<file path="src/mne_pkg.sv">
// Constants and carrier types for the multiply/negate/idle execution block
package mne_pkg;

  // Opcode fields (upper seven bits, upper nibble or whole word)
  localparam logic [6:0]  OPC_MUL_FILE = 7'h01;
  localparam logic [6:0]  OPC_NEG_FILE = 7'h36;
  localparam logic [3:0]  OPC_IDLE_HI  = 4'hF;
  localparam logic [15:0] OPC_IDLE_ALL = 16'h0000;

  // Word field positions
  localparam int OPC_MSB  = 15;
  localparam int OPC_LSB  = 9;
  localparam int ACC_BIT  = 8;
  localparam int HI4_LSB  = 12;

  // Access bank split and indexed literal offset limit
  localparam logic [7:0]  ACC_LOW_MAX  = 8'h5F;
  localparam logic [3:0]  ACC_HI_PAGE  = 4'hF;
  localparam logic [7:0]  ILO_MAX      = 8'h5F;

  // Reset values and the negate compare constants
  localparam logic [15:0] PROD_RST     = 16'h0000;
  localparam logic [11:0] ADDR_RST     = 12'h000;
  localparam logic [7:0]  BYTE_RST     = 8'h00;
  localparam logic [7:0]  NEG_MIN      = 8'h80;
  localparam logic [3:0]  NIB_ZERO     = 4'h0;

  // Execution states, one bit changing per step except the return from EXEC to IDLE
  typedef enum logic [1:0]
  {
    MNE_IDLE = 2'b00,
    MNE_READ = 2'b01,
    MNE_EXEC = 2'b11
  } mne_state_e;

  // Arithmetic status flags
  typedef struct packed
  {
    logic neg;
    logic signed_overflow_flag;
    logic zero;
    logic half_carry_flag;
    logic carry;
  } mne_flags_s;

  localparam mne_flags_s FLAGS_RST = '0;

  // Data memory request
  typedef struct packed
  {
    logic        rd;
    logic        wr;
    logic [11:0] addr;
    logic [7:0]  wdata;
  } mne_mem_s;

  localparam mne_mem_s MEM_RST = '0;

endpackage

</file>
<file path="src/mne_exec.sv">
// Execution datapath for file multiply, file negate and idle words
//
// How it works
// - File multiply stores the unsigned 16-bit W times f, high byte on top.
// - File multiply never writes W or the file register.
// - File multiply leaves every status flag untouched, zero result included.
// - Upper bits 0000 001 decode as file multiply with access bit and f.
// - Access bit 0 picks the access bank, 1 the bank pointer's bank.
// - Access bit 0, extended set on and f up to 5Fh: indexed offset mode.
// - File negate writes back the inverse of the operand plus one.
// - File negate sets negative, overflow, carry, half carry and zero.
// - Upper bits 0110 110 decode as file negate with access bit and f.
// - The all-zero word and any word with upper nibble 1111 change nothing.
`timescale 1ns/1ps
`default_nettype none

module mne_exec
  import mne_pkg::*;
(
  input  wire logic        clk_i,
  input  wire logic        rst_i,
  input  wire logic        instr_valid_i,
  input  wire logic [15:0] instr_i,
  input  wire logic [7:0]  w_i,
  input  wire logic [7:0]  bank_pointer_register_i,
  input  wire logic        ext_set_en_i,
  input  wire logic [11:0] index_base_i,
  input  wire logic [7:0]  mem_rdata_i,
  output var  mne_mem_s    mem_o,
  output var  mne_flags_s  flags_o,
  output logic [7:0]       product_high_byte_o,
  output logic [7:0]       product_low_byte_o,
  output logic             busy_o,
  output logic             done_o
);

  mne_state_e  state_q;
  mne_state_e  state_d;
  logic        is_neg_q;
  logic [7:0]  w_q;
  logic [15:0] prod_q;
  mne_flags_s  flags_q;
  mne_mem_s    mem_q;
  logic        done_q;
  logic        busy_q;

  // Two's complement of a byte
  function automatic logic [7:0] twos8(input logic [7:0] x);
    return 8'(~x + 8'h01);
  endfunction

  // Negate flags as the subtraction 0 - x
  function automatic mne_flags_s neg_flags(input logic [7:0] x);
    mne_flags_s f;
    logic [7:0] r;
    r = twos8(x);
    f.neg = r[7];
    f.signed_overflow_flag = (x == NEG_MIN);
    f.zero = (r == BYTE_RST);
    f.half_carry_flag = (x[3:0] == NIB_ZERO);
    f.carry = (x == BYTE_RST);
    return f;
  endfunction

  // Decoding
  wire [6:0]  opc      = instr_i[OPC_MSB:OPC_LSB];
  wire        acc_sel  = instr_i[ACC_BIT];
  wire [7:0]  faddr    = instr_i[7:0];
  wire        dec_mul  = (opc == OPC_MUL_FILE);
  wire        dec_neg  = (opc == OPC_NEG_FILE);
  wire        dec_idle = (instr_i == OPC_IDLE_ALL) ||
                         (instr_i[OPC_MSB:HI4_LSB] == OPC_IDLE_HI);
  wire        accept   = instr_valid_i && (state_q == MNE_IDLE);
  wire        start    = accept && (dec_mul || dec_neg);

  // Operand address selection
  // indexed literal offset
  wire        use_ilo  = !acc_sel && ext_set_en_i && (faddr <= ILO_MAX);
  wire [11:0] ilo_addr = 12'(index_base_i + {4'h0, faddr});
  wire [11:0] acc_addr = (faddr <= ACC_LOW_MAX) ? {4'h0, faddr}
                                                 : {ACC_HI_PAGE, faddr};
  wire [11:0] bnk_addr = {bank_pointer_register_i[3:0], faddr};
  wire [11:0] op_addr  = use_ilo ? ilo_addr
                       : (acc_sel ? bnk_addr : acc_addr);

  // Results
  // unsigned product
  wire [15:0] prod_new = {8'h00, w_q} * {8'h00, mem_rdata_i};
  wire [7:0]  neg_new  = twos8(mem_rdata_i);
  wire        in_exec  = (state_q == MNE_EXEC);

  always_comb
  begin
    state_d = state_q;
    unique case (state_q)
      MNE_IDLE: state_d = start ? MNE_READ : MNE_IDLE;
      MNE_READ: state_d = MNE_EXEC;
      MNE_EXEC: state_d = MNE_IDLE;
      default:  state_d = MNE_IDLE;
    endcase
  end

  always_ff @(posedge clk_i or posedge rst_i)
  begin
    if (rst_i)
    begin
      state_q  <= MNE_IDLE;
      is_neg_q <= 1'b0;
      w_q      <= BYTE_RST;
      done_q   <= 1'b0;
      busy_q   <= 1'b0;
    end
    else
    begin
      state_q  <= state_d;
      is_neg_q <= start ? dec_neg : is_neg_q;
      w_q      <= start ? w_i : w_q;
      done_q   <= in_exec || (accept && dec_idle);
      busy_q   <= (state_d != MNE_IDLE);
    end
  end

  // only the negate ever writes memory
  always_ff @(posedge clk_i or posedge rst_i)
  begin
    if (rst_i)
      mem_q <= MEM_RST;
    else
    begin
      mem_q.rd    <= start;
      mem_q.wr    <= in_exec && is_neg_q;
      mem_q.addr  <= start ? op_addr : mem_q.addr;
      mem_q.wdata <= (in_exec && is_neg_q) ? neg_new : mem_q.wdata;
    end
  end

  always_ff @(posedge clk_i or posedge rst_i)
  begin
    if (rst_i)
    begin
      prod_q  <= PROD_RST;
      flags_q <= FLAGS_RST;
    end
    else
    begin
      prod_q  <= (in_exec && !is_neg_q) ? prod_new : prod_q;
      flags_q <= (in_exec && is_neg_q) ? neg_flags(mem_rdata_i) : flags_q;
    end
  end

  assign mem_o               = mem_q;
  assign flags_o             = flags_q;
  assign product_high_byte_o = prod_q[15:8];
  assign product_low_byte_o  = prod_q[7:0];
  assign busy_o              = busy_q;
  assign done_o              = done_q;

  a_mul_product_value:
    assert property (@(posedge clk_i) disable iff (rst_i)
      (accept && dec_mul) |-> ##3 (done_q && prod_q ==
        ({8'h00, $past(w_i, 3)} * {8'h00, $past(mem_rdata_i, 1)})))
    else $error("multiply product wrong");

  a_mul_no_write:
    assert property (@(posedge clk_i) disable iff (rst_i)
      (accept && dec_mul) |-> ##1 (!mem_q.wr) [*3])
    else $error("multiply wrote memory");

  a_mul_flags_hold:
    assert property (@(posedge clk_i) disable iff (rst_i)
      (accept && dec_mul) |-> ##3 (flags_q == $past(flags_q, 3)))
    else $error("multiply changed flags");

  a_mul_decode_read:
    assert property (@(posedge clk_i) disable iff (rst_i)
      (accept && instr_i[OPC_MSB:OPC_LSB] == OPC_MUL_FILE) |=>
        (mem_q.rd && busy_o))
    else $error("multiply not started");

  a_bank_address:
    assert property (@(posedge clk_i) disable iff (rst_i)
      (start && acc_sel) |=>
        (mem_q.addr == {$past(bank_pointer_register_i[3:0]), $past(faddr)}))
    else $error("banked address wrong");

  a_ilo_address:
    assert property (@(posedge clk_i) disable iff (rst_i)
      (start && !acc_sel && ext_set_en_i && faddr <= ILO_MAX) |=>
        (mem_q.addr == 12'($past(index_base_i) + {4'h0, $past(faddr)})))
    else $error("indexed address wrong");

  a_neg_writeback:
    assert property (@(posedge clk_i) disable iff (rst_i)
      (accept && dec_neg) |-> ##3 (mem_q.wr &&
        mem_q.wdata == 8'(8'h00 - $past(mem_rdata_i, 1))))
    else $error("negate result wrong");

  a_neg_flags:
    assert property (@(posedge clk_i) disable iff (rst_i)
      (accept && dec_neg) |-> ##3 ((flags_q.zero == flags_q.carry) &&
        (flags_q.zero == ($past(mem_rdata_i, 1) == BYTE_RST))))
    else $error("negate flags wrong");

  a_neg_decode_read:
    assert property (@(posedge clk_i) disable iff (rst_i)
      (accept && instr_i[OPC_MSB:OPC_LSB] == OPC_NEG_FILE) |=>
        (mem_q.rd && busy_o))
    else $error("negate not started");

  // sign, overflow and half carry follow the result
  a_neg_flag_bits:
    assert property (@(posedge clk_i) disable iff (rst_i)
      (accept && dec_neg) |-> ##3 ((flags_q.neg == mem_q.wdata[7]) &&
        (flags_q.signed_overflow_flag == (mem_q.wdata == NEG_MIN)) &&
        (flags_q.half_carry_flag == (mem_q.wdata[3:0] == NIB_ZERO))))
    else $error("negate flag bits wrong");

  a_idle_no_change:
    assert property (@(posedge clk_i) disable iff (rst_i)
      (accept && dec_idle) |=> (done_q && !busy_o && !mem_q.wr && !mem_q.rd &&
        $stable(flags_q) && $stable(prod_q)))
    else $error("idle word had effect");

endmodule

`default_nettype wire

</file>
<file path="config.mk">
export PLATFORM = sky130hd
export DESIGN_NAME = mne_exec
export DESIGN_NICKNAME = d
export VERILOG_FILES = /design/src/mne_pkg.sv /design/src/mne_exec.sv
export SDC_FILE = /design/constraint.sdc
export NUM_CORES = 1
export LEC_CHECK = 0
export BUFFER_PORTS_ARGS = -buffer_cell sky130_fd_sc_hd__buf_2
export CORE_MARGIN = 1
export CORE_UTILIZATION = 45
export DETAILED_ROUTE_END_ITERATION = 12
export PLACE_DENSITY = 0.68
export SLEW_MARGIN = 20
export SYNTH_ARGS = -nofsm -noshare
export SYNTH_HDL_FRONTEND = slang
export SYNTH_SLANG_ARGS = --single-unit
export TNS_END_PERCENT = 20
</file>
<file path="constraint.sdc">
create_clock -name clk_i -period 6.6 [get_ports clk_i]
set_input_delay 0.33 -clock clk_i [delete_from_list [all_inputs] [get_ports clk_i]]
set_output_delay 0.33 -clock clk_i [all_outputs]
set_load 0.03 [all_outputs]
</file>
After elaboration in Yosys (flattened, before gate mapping)
Cells that the tools add are included.

Word-level logic and storage cells: 49. Bits of input ports: 56. RAM bits: 0. Bits in registers: 56. Output and inout bits: 45. Memories: 0. Memory bits (read-only): 0. Latch bits: 0.

Reductions and logical operators: 18. Add/subtract/negate cells: 2. Equal/unequal tests: 6. Multiply operators: 1. Multiplexer cells: 5. Shifts and indexed selects: 0. $lt $le $gt $ge: 1. Bitwise logic cells: 1. Divide/modulo/power cells: 0.

Operator list (count): $mux W12 (3); $logic_not A16 Y1 (1); $logic_not A8 Y1 (2); $mul A8 B8 Y16 (1); $add A12 B8 Y12 (1); $add A8 B1 Y8 const B (1); $eq A8 B8 Y1 const B (1); $le A8 B7 Y1 const B (1); $not A8 Y8 (1); $eq A7 B1 Y1 const B (1); $eq A7 B6 Y1 const B (1); $logic_and A1 B1 Y1 (7); $eq A4 B4 Y1 const B (1); $logic_not A4 Y1 (1); $pmux W2 S2 (1); $logic_or A1 B1 Y1 (3); $eq A2 B1 Y1 const B (1); $eq A2 B2 Y1 const B (1); $logic_not A1 Y1 (2); $logic_not A2 Y1 (1); $reduce_bool A2 Y1 (1); $mux W1 (1).

Depth between registers and ports, before layout
Gate-level depths: netlist (run 1).

Depth in word-level cells: 6. Depth in mapped cells: 17. Gate-level depth less buffers: 16.

Worst setup path before layout (run 1)
Ideal clock, no wire load.

Path type: in2reg. Start point: input mem_rdata_i[5]. End point: register prod_q[13]. Slack: 2275 ps. Library setup time: 136 ps. Cell stages on the path: 15. Data required time: 6464 ps. Path buffers: 1. Arrival: 4189 ps. Cells stage by stage: clkbuf_1 > and2_1 > fa_1 > fa_1 > fa_1 > inv_1 > fa_1 > inv_1 > ha_1 > or2_2 > a211oi_1 > a21oi_1 > a41oi_1 > xor2_1 > o21ai_0.

Cells in the longest elaborated chain, start to end: 1.

RTL lines: start: declaration (RTL line mne_exec.sv:28) `input wire logic [7:0] mem_rdata_i,`; $mul A8 B8 Y16 (RTL line mne_exec.sv:88) `wire [15:0] prod_new = {8'h00, w_q} * {8'h00, mem_rdata_i};`; end signal: assignment (RTL line mne_exec.sv:146) `prod_q <= (in_exec && !is_neg_q) ? prod_new : prod_q;`; end: declaration (RTL line mne_exec.sv:41) `logic [15:0] prod_q;`.

Every way passes these cells. A chain may end at the register's enable or synchronous reset.

Worst setup path in the final report (run 1)
Start point: register w_q[2]. End point: register prod_q[14].

Cells in the longest elaborated chain, start to end: 1.

RTL lines: start: declaration (RTL line mne_exec.sv:40) `logic [7:0] w_q;`; start signal: assignment (RTL line mne_exec.sv:117) `w_q <= start ? w_i : w_q;`; $mul A8 B8 Y16 (RTL line mne_exec.sv:88).

Every way passes these cells.

==> flow_summary_export.csv, run 1 <==
group,metric,value,unit
run_status,status,"finished, final reports clean",
floorplanning,die_h,106,um
drt,drc,0,
placed_design,post-place-ws,2.02,ns
placed_design,io_buffer_count,96,
global_route,top_usage_layer,"met2",
sta,fmax,219,MHz
placed_design,place.gp.congestion,0.805,
floorplanning,core_area,0.0104,sq mm
cts,root_buffer,"clkbuf_8",
global_route,grt_pass1_vias,3871,
layout,antenna_cells,0,
layout,layout_commonest_cell,"buf_2",
drt,drt-initial-drc-count,161,
synthesis,syn_area,0.00487,sq mm
sta,maxSlewHeadroom,0.328,
sta,rsz0062_at_grt,"false",
drt,wl,10300,um
synthesis,ys_seq_area_frac,0.283,
worst_setup_path,path_class,"register to register",
sta,slew_violations,0,
synthesis,syn_inst,532,
cts,cts_max_path_buffers,2,
drt,wl_per_cell,13.6,um
worst_setup_path,cp_max_fo,9,
layout,multiInputGateArea,0.00318,sq mm
global_route,grtUsageMet1,0.238,
synthesis,synthesis.nets,670,
layout,final_cell_mix,"96 x buf_2, 64 x nand2_1, 58 x inv_1, 55 x dfrtp_1, 52 x and2_1",
synthesis,avgSynthCellArea,9.15,sq um
layout,fill_cells,1014,
sta,tns,0,ns
cts,clkSinkCount,55,
synthesis,ys_seq_elements,55,
global_route,use_met2,0.341,
cts,htreeDepth,2,
power,ir_worst_vdd,0.000123,V
worst_setup_path,startpoint_type,"register",
drt,num_vias,3943,
sta,worst_slew_pin_slew,1.01,ns
worst_setup_path,crit_required,6.83,ns
sta,period_minus_slack,4.56,ns
cts,cts_resized,0,
floorplanning,die_x,106,um
worst_setup_path,worstPathArrival,4.80,ns
hold_path,hold_class,"primary input to asynchronous set/reset pin",
global_route,grt_pass1_wl,17500,um
floorplanning,initial_utilization,0.467,
drt,firstDrtPassIters,6,
layout,syn2layout_area_growth,13.4,%
drt,vias_per_cell,5.22,
floorplanning,die_area,0.0112,sq mm
global_route,antenna_found_initial,0,
sta,holdWs,0.196,ns
sta,finClkSkew,0.00750,ns
cts,clkTransAtPathRegs,0.10,ns
cts,post_cts_buffers,0,
layout,regArea,0.00138,sq mm
global_route,met3_usage,0.0300,
global_route,grt_max_degree,56,
layout,drive_gt1_frac,0.208,
layout,nNetsFinal,756,
power,powerDensity,243,mW/mm^2
flow_run,drv_cap,0,
sta,setup_viol,0,
cts,clkLatencyLatePin,0.31,ns
global_route,grt_use_total,0.192,
drt,postRouteAntennaNets,0,
cts,cts_hold_buf,0,
cts,tritoncts,"built",
power,p_leak,0.00289,uW
global_route,overflow,0,
sta,period_share,0.691,
floorplanning,io_pins,101,
synthesis,ys_types,46,
sta,hold_viol,0,
worst_setup_path,end_kind,"register",
floorplanning,fp-row-count,37,
cts,cts_buffers,5,
placed_design,dp_hpwl,8000,um
sta,setup_slack,2.04,ns
synthesis,ys_warn_count,0,
[flip-flops by register name, indices dropped and copies added (netlist names)]
register  count
flags_o       5
busy_o        1
done_o        1
state_q       2
prod_q       16
mem_o        21
is_neg_q      1
w_q           8
[cell type report]
type / instances / share of cell area
clock buffer: 6 / 0.0131
inverter: 59 / 0.0401
tap: 136 / 0.0308
sequential: 55 / 0.249
clock inverter: 2 / 0.00227
multi-input combinational: 400 / 0.576
timing repair buffer: 97 / 0.0884
[cell families after synthesis]
family,after synthesis,share of synthesized area
fa+ha+maj,82,0.268
flops,55,0.283
compound gates,94,0.117
mux,18,0.0409
simple gates,186,0.192
buf+inv,77,0.0640
xor+xnor,20,0.0360
[through the flow]
| stage | instances | total power (uW) | util | instance area, sq um |
|---|---|---|---|---|
| floorplan | 532 | 985 | - | 4870 |
| global route | 755 | 1470 | 0.530 | 5520 |
| finish | 755 | 1340 | 0.530 | 5520 |
| CTS | 755 | 1360 | 0.530 | 5520 |
| detailed placement | 747 | 1170 | 0.522 | 5440 |
| global placement | 747 | 1150 | 0.522 | 5440 |
[where the power goes]
part / switching [uW] / total [uW] / leakage [uW] / internal (uW)
Clock: 115 / 190 / 0.0000412 / 74.7
Sequential: 53.3 / 456 / 0.000633 / 403
Combinational: 424 / 695 / 0.00222 / 271
[routing by layer]
metal,up-vias,wire length [um],share of wire
met5,-,0,0
met4,0,199,0.019
met3,15,512,0.050
met2,93,5210,0.51
met1,1897,4330,0.42
li1,1938,-,-
[worst max-delay path: stages, from the launching register on]
cell and delay (ns):
dfrtp_1 0.49, and2_1 0.22, fa_1 0.50, fa_1 0.53
fa_1 0.55, inv_1 0.06, fa_1 0.55, inv_1 0.04
ha_1 0.37, a211o_1 0.29, and3_1 0.19, o41ai_1 0.26
o31ai_1 0.14, xnor2_1 0.14, o21ai_0 0.15
[worst paths after layout]
check / to / from / cells after the start / slack [ns]
max: prod_q[14]$_DFFE_PP0P_ / w_q[2]$_DFFE_PP0P_ / 14 / 2.04
min: busy_o$_DFF_PP0_ / rst_i / 3 / 0.20
max reg2reg: prod_q[14]$_DFFE_PP0P_ / w_q[2]$_DFFE_PP0P_ / 14 / 2.04
min reg2reg: flags_o[0]$_DFFE_PP0P_ / flags_o[0]$_DFFE_PP0P_ / 2 / 0.48
max in group asynchronous: mem_o[9]$_DFFE_PP0P_ / rst_i / 3 / 5.91
min in group clk_i: w_q[2]$_DFFE_PP0P_ / w_i[2] / 2 / 0.23
[synth_stat cells (all sizes together)]
cell / number / area (sq um)
a211o: 1 / 8.76
a211oi: 4 / 35.0
a21boi: 1 / 7.51
a21o: 4 / 30.0
a21oi: 30 / 161
a31oi: 5 / 31.3
a41oi: 3 / 26.3
and2: 52 / 325
and3: 2 / 12.5
buf: 7 / 48.8
clkbuf: 11 / 41.3
dfrtp: 55 / 1380
fa: 37 / 741
ha: 45 / 563
inv: 59 / 221
mux2: 15 / 169
mux2i: 3 / 30.0
nand2: 64 / 240
nand2b: 1 / 6.26
nand3: 11 / 55.1
nand4: 4 / 25.0
nor2: 27 / 101
nor2b: 4 / 25.0
nor3: 5 / 30.0
nor3b: 2 / 20.0
nor4: 5 / 31.3
o2111ai: 1 / 8.76
o21a: 3 / 22.5
o21ai: 33 / 165
o21bai: 1 / 7.51
o31ai: 5 / 37.5
o41ai: 3 / 26.3
or2: 6 / 37.5
or3: 2 / 12.5
or4: 1 / 11.3
xnor2: 8 / 70.1
xor2: 12 / 105
Note: power is estimated with default switching activity, not from simulation.
==> run 2, diff against run 1 <==
--- a/config.mk
+++ b/config.mk
@@ -5,11 +5,12 @@
 export SDC_FILE = /design/constraint.sdc
 export NUM_CORES = 1
 export LEC_CHECK = 0
+export ABC_AREA = 1
 export BUFFER_PORTS_ARGS = -buffer_cell sky130_fd_sc_hd__buf_2
 export CORE_MARGIN = 1
 export CORE_UTILIZATION = 45
 export DETAILED_ROUTE_END_ITERATION = 12
-export PLACE_DENSITY = 0.68
+export PLACE_DENSITY = 0.7
 export SLEW_MARGIN = 20
 export SYNTH_ARGS = -nofsm -noshare
 export SYNTH_HDL_FRONTEND = slang
==> constraint.sdc (replaced) <==
create_clock -name clk_i -period 3.8 [get_ports clk_i]
set_input_delay 0.19 -clock clk_i [delete_from_list [all_inputs] [get_ports clk_i]]
set_output_delay 0.19 -clock clk_i [all_outputs]
set_load 0.03 [all_outputs]
==> run 2 against run 1 <==
  * Count of clock-buffer cells in the layout shrank 1
  * Core utilization increased by 5.4 points
  * Fmax increased by 21%
  * Highest routed layer unchanged
==> flow_summary_export.csv, run 2 <==
group,metric,value,unit
run_status,status,"finished, final reports clean",
placed_design,place_area,0.00611,sq mm
sta,slew_violations,0,
floorplanning,core_area,0.0114,sq mm
worst_setup_path,path_class,"register to register",
global_route,grt_max_degree,40,
drt,drt-initial-drc-count,224,
floorplanning,initial_utilization,0.461,
sta,period_minus_slack,3.77,ns
synthesis,synthesis.nets,869,
floorplanning,die_x,110,um
worst_setup_path,crit_required,3.99,ns
worst_setup_path,startpoint_type,"register",
synthesis,ys_seq_area_frac,0.261,
drt,drc,0,
synthesis,synth_common_cells,"226 x nand2_1, 157 x inv_1, 55 x dfrtp_1",
global_route,overflow,0,
floorplanning,fp-row-count,39,
drt,firstDrtPassIters,5,
global_route,antenna_found_initial,0,
synthesis,yosys.area.top_type_share,0.261,
synthesis,synthTopCellsByArea,"dfrtp_1 26%, nand2_1 16%, fa_1 14%",
sta,period_share,0.993,
layout,fill_cells,1094,
layout,layout_commonest_cell,"nand2_1",
worst_setup_path,r2r_setup_slack,0.03,ns
sta,maxSlewHeadroom,0.392,
drt,wl_per_cell,13.1,um
cts,clkLatencyLatePin,0.30,ns
worst_setup_path,worstPathArrival,3.97,ns
synthesis,synth_edf_count,0,
drt,num_vias,4942,
placed_design,place.gp.congestion,0.891,
worst_setup_path,crit_path_end,"prod_q[14]$_DFFE_PP0P_",
power,total_power,2660,uW
sta,tns,0,ns
cts,tritoncts,"built",
worst_setup_path,path_cells,"buf_6, nand2_2, inv_2, fa_2, fa_1, fa_1, inv_2, fa_1, inv_2, ha_4, nand2_2, nand2_2, inv_4, nor2_4, o21ai_1, nand3_1, nand2_1, nand3_1, nand2_1",
worst_setup_path,end_kind,"register",
sta,setup_viol,0,
synthesis,ys_seq_elements,55,
placed_design,dp_hpwl,9930,um
sta,hold_viol,0,
synthesis,syn_inst,731,
worst_setup_path,startpoint,"w_q[3]$_DFFE_PP0P_",
layout,antenna_cells,0,
worst_setup_path,cp_max_fo,6,
placed_design,io_buffer_count,96,
synthesis,yosysMostFrequentCell,"nand2_1",
worst_setup_path,critPathSlowestCell,"fa_1",
global_route,grt_pass1_wl,20500,um
synthesis,synthFlopType,"dfrtp_1",
worst_setup_path,path_delay_family,"adder cells",
worst_setup_path,path_depth,19,
flow_run,drv_cap,0,
cts,clkTransAtPathRegs,0.08,ns
drt,vias_per_cell,4.92,
layout,syn2layout_area_growth,26.5,%
cts,htreeDepth,2,
power,p_leak,0.00402,uW
worst_setup_path,r2r-start,"w_q[3]$_DFFE_PP0P_",
power,ir_worst_vdd,0.000274,V
worst_setup_path,r2r-end,"prod_q[14]$_DFFE_PP0P_",
global_route,grt_pass1_vias,4529,
layout,multiInputGateArea,0.00348,sq mm
synthesis,avgSynthCellArea,7.20,sq um
hold_path,hold_class,"primary input to register",
synthesis,ys_warn_count,0,
synthesis,ys_types,32,
synthesis,ys_async_sr_fraction,1.00,
sta,fmax,265,MHz
layout,drive_gt1_frac,0.267,
synthesis,yosys.area.top_type,"dfrtp_1",
synthesis,syn_area,0.00527,sq mm
layout,regArea,0.00138,sq mm
floorplanning,die_h,110,um
worst_setup_path,rr_worst_depth,19,
drt,wl,13200,um
layout,largest_reg_flops,21,
cts,cts_max_path_buffers,2,
worst_setup_path,crit_buf_inv,5,
cts,root_buffer,"clkbuf_16",
worst_setup_path,cpPeakStageDelay,0.57,ns
layout,stdcell_area,0.00666,sq mm
layout,nNetsFinal,999,
floorplanning,io_pins,101,
layout,final_cell_mix,"210 x nand2_1, 143 x inv_1, 96 x buf_2, 51 x dfrtp_1, 47 x buf_4",
cts,clkSinkCount,55,
floorplanning,die_area,0.0121,sq mm
power,powerDensity,399,mW/mm^2
sta,rsz0062_at_grt,"true",
global_route,grt_use_total,0.218,
sta,worst_slew_pin_slew,0.906,ns
sta,finClkSkew,0.00614,ns
cts,cts_buffers,5,
drt,postRouteAntennaNets,0,
sta,holdWs,0.0847,ns
run 2: cell types whose count changed after synthesis, moves of 8 or more:
cell / before / now
nor2_1: 27 / 45
nand3_1: 11 / 35
mux2_2: 14 / 0
inv_1: 59 / 157
nand2_1: 64 / 226
a21oi_1: 29 / 19
and2_1: 52 / 0
nand4_1: 4 / 12
run 2: cell families (layout without fill, tap and decap cells):
logic type	count (synthesis)	count (layout)	synth area share
AOI/OAI and AO/OA	65	65	0.0710
xor gates and xnor gates	14	14	0.0233
adders and majority gates	82	82	0.248
buffers and inverters	182	313	0.135
DFF	55	55	0.261
and+or+nand+nor	333	333	0.262
run 2: repair_timing:
| item | 4_1_cts | 5_1_grt |
|---|---|---|
| resized for setup | 16 | 71 |
| endpoints found under the hold margin | 16 | 0 |
| setup buffers | 4 | 6 |
| endpoints found under the setup margin | 9 | 10 |
| hold buffers | 1 | 0 |
| cloned | 0 | 0 |
| pin swaps | 8 | 46 |
run 2: worst min path at each step:
stage                      start                    end  slack, ns  depth (start not counted)
after floorplan           w_i[0]     w_q[0]$_DFFE_PP0P_       0.30                          2
after global placement     rst_i  mem_o[12]$_DFFE_PP0P_       0.17                          2
after detailed placement   rst_i  prod_q[2]$_DFFE_PP0P_       0.18                          2
after CTS                 w_i[0]     w_q[0]$_DFFE_PP0P_       0.08                          3
after global routing      w_i[3]     w_q[3]$_DFFE_PP0P_        0.1                          3
final                     w_i[0]     w_q[0]$_DFFE_PP0P_       0.08                          3
run 2: worst register-to-register path: stages (launching register included):
cell and delay [ns]:
dfrtp_2 0.48, buf_6 0.15, nand2_2 0.05, inv_2 0.04, fa_2 0.35, fa_1 0.47, fa_1 0.57, inv_2 0.04
fa_1 0.48, inv_2 0.04, ha_4 0.30, nand2_2 0.06, nand2_2 0.10, inv_4 0.06, nor2_4 0.10, o21ai_1 0.09
nand3_1 0.10, nand2_1 0.07, nand3_1 0.08, nand2_1 0.05
run 2: final cells by class:
| cell class | instances | area share |
|---|---|---|
| tap | 143 | 0.0268 |
| inverter | 158 | 0.0894 |
| sequential | 55 | 0.207 |
| multi-input combinational | 494 | 0.522 |
| clock inverter | 3 | 0.00376 |
| timing repair buffer | 147 | 0.132 |
| clock buffer | 5 | 0.0188 |
run 2: layer usage:
layer,vias up,global-route usage,part of all wire
li1,2473,-,-
met1,2338,0.286,0.43
met2,119,0.388,0.51
met3,12,0.0323,0.046
met4,0,0.0338,0.012
met5,-,0,0
run 2: where the power goes:
group | leakage (uW) | internal [uW] | switching (uW) | total (uW)
Sequential | 0.000685 | 673 | 59.3 | 732
Combinational | 0.00326 | 609 | 841 | 1450
Clock | 0.0000700 | 247 | 230 | 478
Total | 0.00402 | 1530 | 1130 | 2660
run 2: stage by stage:
step | cells | utilization | setup slack [ns]
after floorplan | 731 | - | -0.0168
after global placement | 986 | 0.535 | -0.127
after detailed placement | 986 | 0.535 | -0.183
after CTS | 999 | 0.560 | 0.000525
after global routing | 1005 | 0.584 | -0.122
final | 1005 | 0.584 | 0.0275
==> run 3, diff against run 2 <==
--- a/config.mk
+++ b/config.mk
@@ -8,9 +8,8 @@
 export ABC_AREA = 1
 export BUFFER_PORTS_ARGS = -buffer_cell sky130_fd_sc_hd__buf_2
 export CORE_MARGIN = 1
-export CORE_UTILIZATION = 45
+export CORE_UTILIZATION = 30
 export DETAILED_ROUTE_END_ITERATION = 12
-export PLACE_DENSITY = 0.7
 export SLEW_MARGIN = 20
 export SYNTH_ARGS = -nofsm -noshare
 export SYNTH_HDL_FRONTEND = slang
==> run 3 against run 2 <==
  * Worst setup slack improved by 0.017 ns
  * Core utilization decreased by 20 points
  * Global-route usage decreased by 7.0 points
  * Combinational power decreased by 3%
  * Final cell count increased by 6.9%
  * Via count decreased by 3.5%
  * Clock power increased by 1%
  * First-iteration DRC count decreased by 32%
  * Sequential power about the same
  * Count of clock-buffer cells in the layout increased by 1
  * Largest power group unchanged
  * Highest routed layer is now met5
==> flow_summary_export.csv, run 3 (synthesis gave the netlist of run 2 again) <==
group,metric,value,unit
sta,hold_viol,0,
layout,nNetsFinal,986,
cts,htreeDepth,2,
cts,cts_buffers,5,
worst_setup_path,r2r-end,"prod_q[10]$_DFFE_PP0P_",
global_route,use_met2,0.258,
cts,clkLatencyLatePin,0.30,ns
drt,num_vias,4769,
global_route,grtUsageMet1,0.189,
layout,drive_gt1_frac,0.249,
drt,wl_per_cell,12.1,um
drt,drt-initial-drc-count,152,
sta,slew_violations,0,
floorplanning,die_area,0.0181,sq mm
cts,clkTransAtPathRegs,0.08,ns
layout,syn2layout_area_growth,26.1,%
run_status,status,"finished, final reports clean",
worst_setup_path,r2r-start,"w_q[3]$_DFFE_PP0P_",
floorplanning,fp-row-count,48,
placed_design,io_buffer_count,96,
floorplanning,io_pins,101,
worst_setup_path,worstPathArrival,3.94,ns
global_route,overflow,0,
sta,holdWs,0.0739,ns
sta,period_minus_slack,3.76,ns
layout,layout_commonest_cell,"nand2_1",
global_route,grt_max_degree,34,
drt,vias_per_cell,4.44,
floorplanning,core_area,0.0172,sq mm
hold_path,whs_path_depth,3,
hold_path,hold_class,"primary input to register",
power,powerDensity,394,mW/mm^2
layout,multiInputGateArea,0.00346,sq mm
global_route,top_usage_layer,"met2",
worst_setup_path,crit_required,3.98,ns
cts,tritoncts,"built",
layout,final_cell_mix,"212 x nand2_1, 149 x inv_1, 96 x buf_2, 51 x dfrtp_1, 38 x nor2_1",
drt,drc,0,
power,total_power,2610,uW
floorplanning,die_h,134,um
global_route,grt_use_total,0.149,
cts,root_buffer,"clkbuf_16",
drt,postRouteAntennaNets,0,
placed_design,dp_hpwl,10600,um
hold_path,hold_start,"w_i[6]",
worst_setup_path,rr_worst_depth,19,
global_route,met3_usage,0.0368,
sta,period_share,0.988,
sta,finClkSkew,0.0111,ns
global_route,grt_pass1_wl,21600,um
cts,cts_max_path_buffers,2,
drt,firstDrtPassIters,4,
cts,clkSinkCount,55,
worst_setup_path,path_class,"register to register",
layout,largest_reg_flops,21,
worst_setup_path,startpoint_type,"register",
worst_setup_path,r2r_setup_slack,0.04,ns
worst_setup_path,cp_max_fo,5,
floorplanning,die_x,134,um
layout,antenna_cells,0,
worst_setup_path,end_kind,"register",
hold_path,hold_end,"w_q[6]$_DFFE_PP0P_",
global_route,antenna_found_initial,2,
power,p_leak,0.00397,uW
power,ir_worst_vdd,0.000238,V
layout,regArea,0.00138,sq mm
sta,fmax,266,MHz
sta,maxSlewHeadroom,0.337,
sta,setup_viol,0,
sta,worst_slew_pin_slew,0.989,ns
drt,wl,13000,um
layout,fill_cells,1823,
global_route,grt_pass1_vias,4613,
floorplanning,initial_utilization,0.306,
placed_design,place.gp.congestion,0.862,
sta,rsz0062_at_grt,"true",
flow_run,drv_cap,0,
layout,utilization,0.385,
run 3: cell count changes in the layout (fill, tap and decap cells not counted), sizes merged:
| cell | delta |
|---|---|
| buf | -13 |
| clkbuf | +1 |
| clkinv | -1 |
run 3: worst max-delay path, cell delays in order (launching register included):
cell and delay, ns:
dfrtp_2 0.45, buf_6 0.13, nand2_1 0.04, inv_1 0.05, fa_2 0.36, fa_1 0.47
fa_1 0.56, inv_2 0.04, fa_1 0.54, inv_2 0.05, ha_4 0.29, nand2_1 0.05
nand2_1 0.07, inv_2 0.06, nor2_4 0.11, nor2_2 0.05, nand2_2 0.08, a21oi_2 0.05
o21ai_1 0.12, nand2_1 0.07
run 3: metrics by stage:
step / area, sq um / TNS [ns] / instances / setup slack (ns)
after floorplan: 5270 / -0.0309 / 731 / -0.0168
after global routing: 6640 / -0.832 / 1074 / -0.160
final: 6640 / 0 / 1074 / 0.0441
after global placement: 6170 / -0.796 / 1063 / -0.109
after detailed placement: 6170 / -1.04 / 1063 / -0.149
after CTS: 6450 / 0 / 1072 / 0.000169
run 3: what timing repair did:
item,CTS,global route
pin swaps,14,38
buffers inserted,0,2
resized for setup,27,51
endpoints found under the setup margin,10,10
hold endpoints to repair,22,0
hold buffers,1,0
gates cloned,0,0
run 3: how the worst max path moves through the flow:
stage	cells after the start	start	slack, ns	to
3_5_place_dp	17	w_q[3]$_DFFE_PP0P_	-0.15	prod_q[12]$_DFFE_PP0P_
6_report	19	w_q[3]$_DFFE_PP0P_	0.04	prod_q[10]$_DFFE_PP0P_
3_3_place_gp	16	w_q[3]$_DFFE_PP0P_	-0.11	prod_q[12]$_DFFE_PP0P_
4_1_cts	16	w_q[2]$_DFFE_PP0P_	0.0002	prod_q[11]$_DFFE_PP0P_
5_1_grt	17	w_q[3]$_DFFE_PP0P_	-0.16	prod_q[12]$_DFFE_PP0P_
2_1_floorplan	17	w_q[0]$_DFFE_PP0P_	-0.02	prod_q[12]$_DFFE_PP0P_
run 3: report_power, final:
part	switching (uW)	internal, uW
Combinational	823	574
Clock	220	264
Sequential	60.4	673
run 3: final cells by class:
class / count / area share
Inverter: 158 / 0.0893
Sequential cell: 55 / 0.208
Clock buffer: 6 / 0.0209
Multi-Input combinational cell: 494 / 0.521
Tap cell: 225 / 0.0424
Clock inverter: 2 / 0.00245
Timing Repair Buffer: 134 / 0.116
run 3: metal layers:
metal,wire (um),vias to the layer above
li1,-,2449
met1,5830,2215
met2,6360,99
met3,780,4
met4,42,2
met5,8,-
